===== config.mk =====
export PLATFORM = sky130hd
export DESIGN_NAME = dual_timer
export DESIGN_NICKNAME = d
export VERILOG_FILES = /design/src/shared/dual_timer_pkg.sv /design/src/hw/dual_timer.sv
export SDC_FILE = /design/constraint.sdc
export NUM_CORES = 1
export LEC_CHECK = 0
export BUFFER_PORTS_ARGS = -buffer_cell sky130_fd_sc_hd__buf_2
export CAP_MARGIN = 20
export CORE_MARGIN = 2
export CORE_UTILIZATION = 50
export DETAILED_ROUTE_END_ITERATION = 8
export GPL_ROUTABILITY_DRIVEN = 0
export PLACE_DENSITY = 0.8
export SETUP_SLACK_MARGIN = 0.05
export SKIP_LAST_GASP = 1
export SLEW_MARGIN = 40
export SYNTH_ARGS = -nofsm -noshare
export SYNTH_HDL_FRONTEND = slang
export SYNTH_SLANG_ARGS = --single-unit

===== constraint.sdc =====
create_clock -name sys_clk -period 2.9 [get_ports sys_clk]
set_input_delay 0.435 -clock sys_clk [delete_from_list [all_inputs] [get_ports sys_clk]]
set_output_delay 0.435 -clock sys_clk [all_outputs]
set_load 0.01 [all_outputs]

===== src/shared/dual_timer_pkg.sv =====
// constants, register map and types for the dual 8-bit timer/counter
package dual_timer_pkg;

  // channel count and counter width
  localparam int num_channels = 2;
  localparam int cnt_width    = 8;

  // register byte offsets
  localparam logic [7:0] ctrl0_ofs = 8'h00;
  localparam logic [7:0] cmp0_ofs  = 8'h04;
  localparam logic [7:0] ctrl1_ofs = 8'h08;
  localparam logic [7:0] cmp1_ofs  = 8'h0c;
  localparam logic [7:0] count0_ofs = 8'h10;
  localparam logic [7:0] count1_ofs = 8'h14;
  localparam logic [7:0] sys_ofs   = 8'h18;
  localparam int         addr_bits = 8;

  // reset values
  localparam logic [7:0] ctrl_reset = 8'h00;
  localparam logic [7:0] cmp_reset  = 8'hff;
  localparam logic [1:0] sys_reset  = 2'h0;

  // system configuration bit positions
  localparam int sys_tap_bit    = 0;
  localparam int sys_slow_bit   = 1;
  localparam int sys_toggle_lsb = 2;

  // operating mode encodings
  localparam logic [2:0] mode_timer_event = 3'h0;
  localparam logic [2:0] mode_divider     = 3'h1;
  localparam logic [2:0] mode_wide_timer  = 3'h4;

  // source clock selections
  localparam logic [2:0] sel_slowest = 3'h0;
  localparam logic [2:0] sel_fc_div7 = 3'h1;
  localparam logic [2:0] sel_fc_div5 = 3'h2;
  localparam logic [2:0] sel_fc_div3 = 3'h3;
  localparam logic [2:0] sel_pin     = 3'h7;

  // prescaler tap exponents
  localparam int div_exp_slowest = 11;
  localparam int div_exp_7       = 7;
  localparam int div_exp_5       = 5;
  localparam int div_exp_3       = 3;
  localparam logic [2:0] fs_div_last = 3'h7;

  // channel control byte, bit 7 down to bit 0
  typedef struct packed {
    logic       preset;
    logic [2:0] clk_sel;
    logic       start;
    logic [2:0] mode;
  } ctrl_type;

  // captured ahb address phase
  typedef struct packed {
    logic                 write;
    logic [addr_bits-1:0] addr;
  } ahb_phase_type;

endpackage


===== src/hw/dual_timer.sv =====
// dual cascadable 8-bit timer / event counter / divider with ahb-lite registers
//
// The register offsets and register access over AHB-Lite are this design's own decisions.
module dual_timer
  import dual_timer_pkg::*;
#(
  parameter int PRESCALE_WIDTH = 11
) (
  input  wire logic                   sys_clk,
  input  wire logic                   resetn,
  input  wire logic                   hsel,
  input  wire logic [31:0]            haddr,
  input  wire logic [1:0]             htrans,
  input  wire logic                   hwrite,
  input  wire logic [2:0]             hsize,
  input  wire logic [31:0]            hwdata,
  input  wire logic                   hready,
  output logic                        hreadyout,
  output logic                        hresp,
  output logic [31:0]                 hrdata,
  input  wire logic                   fs_clk_pin,
  input  wire logic [num_channels-1:0] event_input_pin,
  output logic [num_channels-1:0]     divider_output_pin,
  output logic [num_channels-1:0]     match_interrupt
);

  // elaboration check on the prescaler width
  if (PRESCALE_WIDTH < div_exp_slowest) begin : g_bad_width
    $error("PRESCALE_WIDTH too small for the slowest tap");
  end

  // the read mux, the cascade and the status word assume exactly two channels
  if (num_channels != 2) begin : g_bad_chan
    $error("num_channels must be two for the cascade and read map");
  end

  // ahb bus state
  ahb_phase_type          phase_ff;
  logic                   wr_pend_ff;
  logic [31:0]            hrdata_ff;
  // register state
  ctrl_type               ctrl_ff   [num_channels];
  logic [cnt_width-1:0]   cmp_ff    [num_channels];
  logic [cnt_width-1:0]   cnt_ff    [num_channels];
  logic [cnt_width-1:0]   nxt_cnt   [num_channels];
  logic [num_channels-1:0] toggle_ff;
  logic [num_channels-1:0] nxt_toggle;
  logic [num_channels-1:0] irq_ff;
  logic [1:0]             sys_ff;
  // prescaler and synchronisers
  logic [PRESCALE_WIDTH-1:0] div_ff;
  logic                   fs_sync1_ff;
  logic                   fs_sync2_ff;
  logic                   fs_prev_ff;
  logic [2:0]             fs_div_ff;
  logic [num_channels-1:0] ev_sync1_ff;
  logic [num_channels-1:0] ev_sync2_ff;
  logic [num_channels-1:0] ev_prev_ff;

  // bus decode
  wire logic rd_req     = hsel && htrans[1] && !hwrite;
  wire logic addr_take  = hsel && htrans[1] && hready;
  // a pending write lands in its data phase even when that phase is stretched
  wire logic wr_commit  = wr_pend_ff;
  wire logic [addr_bits-1:0] rd_addr = haddr[addr_bits-1:0];
  wire logic wr_ctrl0   = wr_commit && (phase_ff.addr == ctrl0_ofs);
  wire logic wr_ctrl1   = wr_commit && (phase_ff.addr == ctrl1_ofs);
  wire logic wr_cmp0    = wr_commit && (phase_ff.addr == cmp0_ofs);
  wire logic wr_cmp1    = wr_commit && (phase_ff.addr == cmp1_ofs);
  wire logic wr_sys     = wr_commit && (phase_ff.addr == sys_ofs);
  wire logic [num_channels-1:0] wr_ctrl = {wr_ctrl1, wr_ctrl0};
  wire logic [num_channels-1:0] wr_cmp  = {wr_cmp1, wr_cmp0};
  wire ctrl_type wr_ctrl_val = ctrl_type'(hwdata[7:0]);

  // a read right behind a write waits one cycle so it sees the new value
  // the write lands in that stall cycle, so the wait never lasts longer
  assign hreadyout = !(wr_pend_ff && rd_req);
  assign hresp     = 1'b0;
  assign hrdata    = hrdata_ff;

  // read data mux, unmapped addresses read zero
  logic [31:0] rd_mux;
  always_comb begin
    case (rd_addr)
      ctrl0_ofs:  rd_mux = {24'h0, ctrl_ff[0]};
      cmp0_ofs:   rd_mux = {24'h0, cmp_ff[0]};
      ctrl1_ofs:  rd_mux = {24'h0, ctrl_ff[1]};
      cmp1_ofs:   rd_mux = {24'h0, cmp_ff[1]};
      count0_ofs: rd_mux = {24'h0, cnt_ff[0]};
      count1_ofs: rd_mux = {24'h0, cnt_ff[1]};
      sys_ofs:    rd_mux = {28'h0, toggle_ff, sys_ff};
      default:    rd_mux = 32'h0;
    endcase
  end

  // address phase capture and read data
  always_ff @(posedge sys_clk) begin
    if (!resetn) begin
      phase_ff   <= '0;
      wr_pend_ff <= 1'b0;
      hrdata_ff  <= 32'h0;
    end else if (hreadyout) begin
      wr_pend_ff     <= addr_take && hwrite;
      phase_ff.write <= hwrite;
      phase_ff.addr  <= haddr[addr_bits-1:0];
      if (addr_take && !hwrite) begin
        hrdata_ff <= rd_mux;
      end
    end else begin
      // the stalled cycle has committed the write; release the waiting read
      wr_pend_ff <= 1'b0;
    end
  end

  // free running fc prescaler
  always_ff @(posedge sys_clk) begin
    if (!resetn) begin
      div_ff <= '0;
    end else begin
      div_ff <= div_ff + PRESCALE_WIDTH'(1);
    end
  end

  // low frequency clock pin: sync, rising edge, divide by eight
  always_ff @(posedge sys_clk) begin
    if (!resetn) begin
      fs_sync1_ff <= 1'b0;
      fs_sync2_ff <= 1'b0;
      fs_prev_ff  <= 1'b0;
      fs_div_ff   <= 3'h0;
    end else begin
      fs_sync1_ff <= fs_clk_pin;
      fs_sync2_ff <= fs_sync1_ff;
      fs_prev_ff  <= fs_sync2_ff;
      if (fs_sync2_ff && !fs_prev_ff) begin
        fs_div_ff <= fs_div_ff + 3'h1;
      end
    end
  end

  // event pins: two-flop sync then falling edge
  // only the second flop feeds the edge detector, away from metastable samples
  always_ff @(posedge sys_clk) begin
    if (!resetn) begin
      ev_sync1_ff <= '0;
      ev_sync2_ff <= '0;
      ev_prev_ff  <= '0;
    end else begin
      ev_sync1_ff <= event_input_pin;
      ev_sync2_ff <= ev_sync1_ff;
      ev_prev_ff  <= ev_sync2_ff;
    end
  end

  // prescaled tick enables
  wire logic fs_rise  = fs_sync2_ff && !fs_prev_ff;
  wire logic fs8_tick = fs_rise && (fs_div_ff == fs_div_last);
  wire logic fc11_tick = &div_ff[div_exp_slowest-1:0];
  wire logic fc7_tick  = &div_ff[div_exp_7-1:0];
  wire logic fc5_tick  = &div_ff[div_exp_5-1:0];
  wire logic fc3_tick  = &div_ff[div_exp_3-1:0];
  wire logic slowest_tick = sys_ff[sys_tap_bit] ? fs8_tick : fc11_tick;
  wire logic slow_mode    = sys_ff[sys_slow_bit];
  wire logic [num_channels-1:0] ev_fall = ev_prev_ff & ~ev_sync2_ff;

  // source tick for one channel given its selection and mode
  function automatic logic pick_tick(input logic [2:0] sel,
                                     input logic       divider,
                                     input logic       pin_fall);
    logic t;
    t = 1'b0;
    if (slow_mode) begin
      // only fs/8 internally, or the pin for event counting
      case (sel)
        // slow mode has no fc taps; the slowest select is always fs/8
        sel_slowest: t = fs8_tick;
        sel_pin:     t = !divider && pin_fall;
        default:     t = 1'b0;
      endcase
    end else begin
      case (sel)
        sel_slowest: t = slowest_tick;
        sel_fc_div7: t = fc7_tick;
        sel_fc_div5: t = fc5_tick;
        sel_fc_div3: t = fc3_tick;
        sel_pin:     t = !divider && pin_fall;
        default:     t = 1'b0;
      endcase
    end
    return t;
  endfunction

  // channel mode decode and source ticks
  wire logic wide = (ctrl_ff[1].mode == mode_wide_timer);
  logic [num_channels-1:0] own_tick;
  logic [num_channels-1:0] run;
  logic [num_channels-1:0] is_div;
  genvar gi;
  for (gi = 0; gi < num_channels; gi++) begin : g_src
    assign is_div[gi]   = (ctrl_ff[gi].mode == mode_divider) && !wide;
    assign run[gi]      = wide ? ctrl_ff[1].start : ctrl_ff[gi].start;
  end

  // source ticks; a process here so the tick nets read inside the function wake it
  always_comb begin
    for (int i = 0; i < num_channels; i++) begin
      own_tick[i] = pick_tick(ctrl_ff[i].clk_sel, is_div[i], ev_fall[i]);
    end
  end

  // 16-bit cascade view, clocked by the lower channel's source
  wire logic [2*cnt_width-1:0] wide_cnt = {cnt_ff[1], cnt_ff[0]};
  wire logic [2*cnt_width-1:0] wide_cmp = {cmp_ff[1], cmp_ff[0]};
  wire logic [2*cnt_width-1:0] wide_inc = wide_cnt + (2*cnt_width)'(1);
  wire logic wide_hit = (wide_inc == wide_cmp);
  wire logic [1:0] mode_ok;
  assign mode_ok[0] = (ctrl_ff[0].mode == mode_timer_event) || is_div[0];
  assign mode_ok[1] = (ctrl_ff[1].mode == mode_timer_event) || is_div[1];

  // next count and match; match clears the count at the tick that reaches compare
  // a compare of zero is outside the legal range and waits through a full wrap
  logic [num_channels-1:0] match;
  always_comb begin
    logic [cnt_width-1:0] inc;
    inc   = '0;
    match = '0;
    for (int i = 0; i < num_channels; i++) begin
      nxt_cnt[i] = cnt_ff[i];
    end
    if (wide) begin
      if (!run[1]) begin
        nxt_cnt[0] = '0;
        nxt_cnt[1] = '0;
      end else if (own_tick[0]) begin
        if (wide_hit) begin
          nxt_cnt[0] = '0;
          nxt_cnt[1] = '0;
          match[1]   = 1'b1;
        end else begin
          nxt_cnt[0] = wide_inc[cnt_width-1:0];
          nxt_cnt[1] = wide_inc[2*cnt_width-1:cnt_width];
        end
      end
    end else begin
      for (int i = 0; i < num_channels; i++) begin
        inc = cnt_ff[i] + cnt_width'(1);
        if (!run[i]) begin
          nxt_cnt[i] = '0;
        end else if (own_tick[i] && mode_ok[i]) begin
          // compare against the live register value
          if (inc == cmp_ff[i]) begin
            nxt_cnt[i] = '0;
            match[i]   = 1'b1;
          end else begin
            nxt_cnt[i] = inc;
          end
        end
      end
    end
  end

  // toggle flip-flop: flips on divider match, preset only while stopped
  // a match outranks a preset write in the same cycle
  always_comb begin
    for (int i = 0; i < num_channels; i++) begin
      nxt_toggle[i] = toggle_ff[i];
      if (match[i] && is_div[i]) begin
        nxt_toggle[i] = !toggle_ff[i];
      end else if (wr_ctrl[i] && !ctrl_ff[i].start) begin
        nxt_toggle[i] = wr_ctrl_val.preset;
      end
    end
  end

  // counters, toggles and interrupt pulses
  always_ff @(posedge sys_clk) begin
    if (!resetn) begin
      toggle_ff <= '0;
      irq_ff    <= '0;
      for (int i = 0; i < num_channels; i++) begin
        cnt_ff[i] <= '0;
      end
    end else begin
      toggle_ff <= nxt_toggle;
      irq_ff    <= match;
      for (int i = 0; i < num_channels; i++) begin
        cnt_ff[i] <= nxt_cnt[i];
      end
    end
  end

  // software registers
  // compare writes land at once; there is no shadow copy to load later
  always_ff @(posedge sys_clk) begin
    if (!resetn) begin
      sys_ff <= sys_reset;
      for (int i = 0; i < num_channels; i++) begin
        ctrl_ff[i] <= ctrl_type'(ctrl_reset);
        cmp_ff[i]  <= cmp_reset;
      end
    end else begin
      if (wr_sys) begin
        sys_ff <= hwdata[1:0];
      end
      for (int i = 0; i < num_channels; i++) begin
        if (wr_ctrl[i]) begin
          ctrl_ff[i] <= wr_ctrl_val;
        end
        if (wr_cmp[i]) begin
          cmp_ff[i] <= hwdata[cnt_width-1:0];
        end
      end
    end
  end

  // pin outputs
  // the divider pin is high after reset and low while the flip-flop is set
  assign divider_output_pin = ~toggle_ff;
  assign match_interrupt    = irq_ff;

endmodule


==> flow_summary.yaml <==
placement:
  dpl_cell_area_um2: 5712
  dp_hpwl_um: 10290
  dpl_worst_slack_ns: 0.01545
  portBuffers: 37
  dp_cells: 756
global_route:
  antenna_found_initial: 0
  grt_use_total_pct: 24.12
  grt_max_degree: 43
  grt_remaining_overflow: 0
  grt_first_pass_wirelength_um: 21560
  grt_pass1_vias: 4517
timing:
  hold_viol_final: 0
  fin_crit_sh_pct: 98.60
  max_freq_ghz: 0.3497
  final-setup-viol-count: 0
  rsz0062_at_grt: "yes"
  final.setup.worst_slack_ns: 0.04053
  min_period_ns: 2.859
  skew_ns: 0.01444
  slew_headroom_pct: 56.03
  worstMarginPinSlew_ns: 0.6571
  fin_tns_setup_ns: 0
  holdWs_ns: 0.2608
  slew_viol_final: 0
synthesis:
  netlist_area_um2: 5331
  synth.avg_cell_area_um2: 9.208
  ys_top_cells_by_area: "dfxtp_1 (23%), edfxtp_1 (18%), nand2_1 (4.0%)"
  ys_top_cells_by_count: "dfxtp_1 (62), nand2_1 (57), edfxtp_1 (32)"
  seq_area_frac_synth_pct: 41.30
  yosys_most_used_dff: "dfxtp_1"
  syn-instance-count: 579
  synth-seq-cells: 94
  yosysTopAreaCellShare_pct: 23.28
  synth_area_leader_cell: "dfxtp_1"
  synth_most_common_cell: "dfxtp_1"
  synth-edff-count: 32
  async_reset_ff_share_pct: 0
  ys_warn_count: 0
  ys_types: 70
drt:
  dr.pass1.iters: 7
  routed_wl_um: 13690
  routedWlPerCell_um: 17.67
  vias: 4823
  drc: 0
  drtAntennaViolNets: 0
  viasPerCell: 6.223
  drt-initial-drc-count: 720
power_and_ir_drop:
  p_leak_nw: 2.219
  total_power_mw: 2.398
  ir_drop_mv: 0.2744
  cellPowerDensity_nw_per_um2: 398.8
cells_and_area:
  fin_area_um2: 6013
  n_antenna_cell: 0
  final-seq-area_um2: 2208
  n_fill_cell: 895
  post-route-util_pct: 58.25
  syn_to_final_growth_pct: 12.79
  fin_nets: 717
  multi_input_area_um2: 2930
  drive_gt1_share_pct: 19.72
  fin_cells: 775
critical_path:
  crit_chain: "ha_4 -> nand4_4 -> or4_4 -> or4b_4 -> a311oi_4 -> buf_4 -> and3_4 -> mux2i_1 -> a21oi_1 -> nor2b_1"
  critPathTopFamily: "simple AND/OR/NAND/NOR gates"
  crit_slowest_cell: "or4b_4"
  critPathBufInv: 1
  cp-start-kind: "flop"
  cp-end-kind: "flop"
  crit_fanout: 3
  worst-r2r-setup-slack_ns: 0.04
  r2r-start: "div_ff[0]$_SDFF_PN0_"
  cpPeakStageDelay_ns: 0.59
  rr_worst_depth: 10
  r2r_end: "toggle_ff[0]$_SDFFE_PN0P_"
  cp_data_arrival_time_ns: 3.17
  required_ns: 3.21
  criticalPathCategory: "flop to flop"
clocking:
  numCtsBuffers: 9
  cts_root_buf: "clkbuf_8"
  cts.clk_slew.worst_paths_ns: 0.11
  clk_latency_ns: 0.38
  hold_buffers: 0
  tritoncts: "yes"
  cts_buffer_depth: 2
  clock_sinks: 94
  cts-htree-levels: 3
die:
  ios: 115
  start_util_pct: 51.64
  rows: 37
  die_h_um: 107.3
  core-area_um2: 10320
  die_w_um: 107.3
  dieArea_um2: 11500
worst_hold_path:
  hold_start: "fs_clk_pin"
  holdPathStages: 2
  hold_path_end: "fs_sync1_ff$_SDFF_PN0_"
  min_path_type: "primary input to flop"
status:
  outcome: "complete, no violations"
run:
  cap_violations: 0
power by group:
part	switching [mW]	total, mW	internal (mW)
Sequential	0.0217	1.40	1.38
Clock	0.521	0.859	0.338
Combinational	0.0836	0.136	0.0523
Total	0.626	2.40	1.77
flip-flops by register name, indices dropped and copies added (netlist names):
name and cells:
cmp_ff 16, cnt_ff 16, ctrl_ff 16, div_ff 11, ev_prev_ff 2, ev_sync1_ff 2, ev_sync2_ff 2, fs_div_ff 3
fs_prev_ff 1, fs_sync1_ff 1, fs_sync2_ff 1, hrdata 8, match_interrupt 2, phase_ff 8, sys_ff 2, toggle_ff 2
wr_commit 1
cells in the final DEF, fill, tap and decap left out, drive strengths merged, types with 8 or more instances in the layout:
master,netlist,layout
and3,18,18
conb,1,25
a21oi,12,12
edfxtp,32,32
nand3,26,26
a31oi,10,10
and2,21,21
nor2,26,26
dfxtp,62,62
nor3,14,14
or3,12,12
nor2b,20,20
or2,9,9
a21boi,12,12
xor2,11,11
nor3b,8,8
inv,11,15
xnor2,16,16
buf,33,72
nand2,57,57
o21ai,18,18
a22oi,28,28
nand4,10,10
clkbuf,19,9
layer usage:
metal	vias up	GRT usage, %	share of wire, %
met5	-	0	0
met4	0	10.39	3.7
met3	57	5.327	10
met2	321	39.42	47
met1	2254	30.69	39
li1	2191	-	-
kinds of logic (layout without fill, tap and decap cells):
group / count (synthesis) / in the layout / share of synthesized area (%)
xor+xnor: 29 / 29 / 5.280
fa+ha+maj: 6 / 6 / 1.408
buf+inv: 64 / 100 / 6.806
other cells: 1 / 25 / 0.07034
mux: 6 / 6 / 1.127
compound gates: 128 / 128 / 17.58
flops: 94 / 94 / 41.30
simple gates: 251 / 251 / 26.43
area by class of cell:
cell class	count	area share, %
well taps	136	2.830
inverters	12	0.7491
repair buffers	72	7.657
multi-input cells	445	48.73
flip-flops and latches	94	36.72
clock inverters	7	1.248
clock buffers	9	2.060
worst max path at each step:
stage                               from  cells past startpoint  slack [ns]                          to
6_report            div_ff[0]$_SDFF_PN0_                     10        0.04   toggle_ff[0]$_SDFFE_PN0P_
5_1_grt        cnt_ff[0][8]$_SDFFE_PN0P_                     11       -0.03   cnt_ff[0][6]$_SDFFE_PN0P_
4_1_cts             div_ff[1]$_SDFF_PN0_                      9        0.04   cnt_ff[0][2]$_SDFFE_PN0P_
3_5_place_dp        div_ff[1]$_SDFF_PN0_                      9        0.02   cnt_ff[0][2]$_SDFFE_PN0P_
3_3_place_gp        div_ff[1]$_SDFF_PN0_                      9        0.07   cnt_ff[0][2]$_SDFFE_PN0P_
2_1_floorplan       div_ff[0]$_SDFF_PN0_                     10        0.12  cnt_ff[0][10]$_SDFFE_PN0P_
what timing repair did:
item,CTS,global route
buffers inserted,0,3
gates resized for setup,3,17
pin swaps,0,4
setup endpoints to repair,8,15
(Power assumes the default switching activity.)
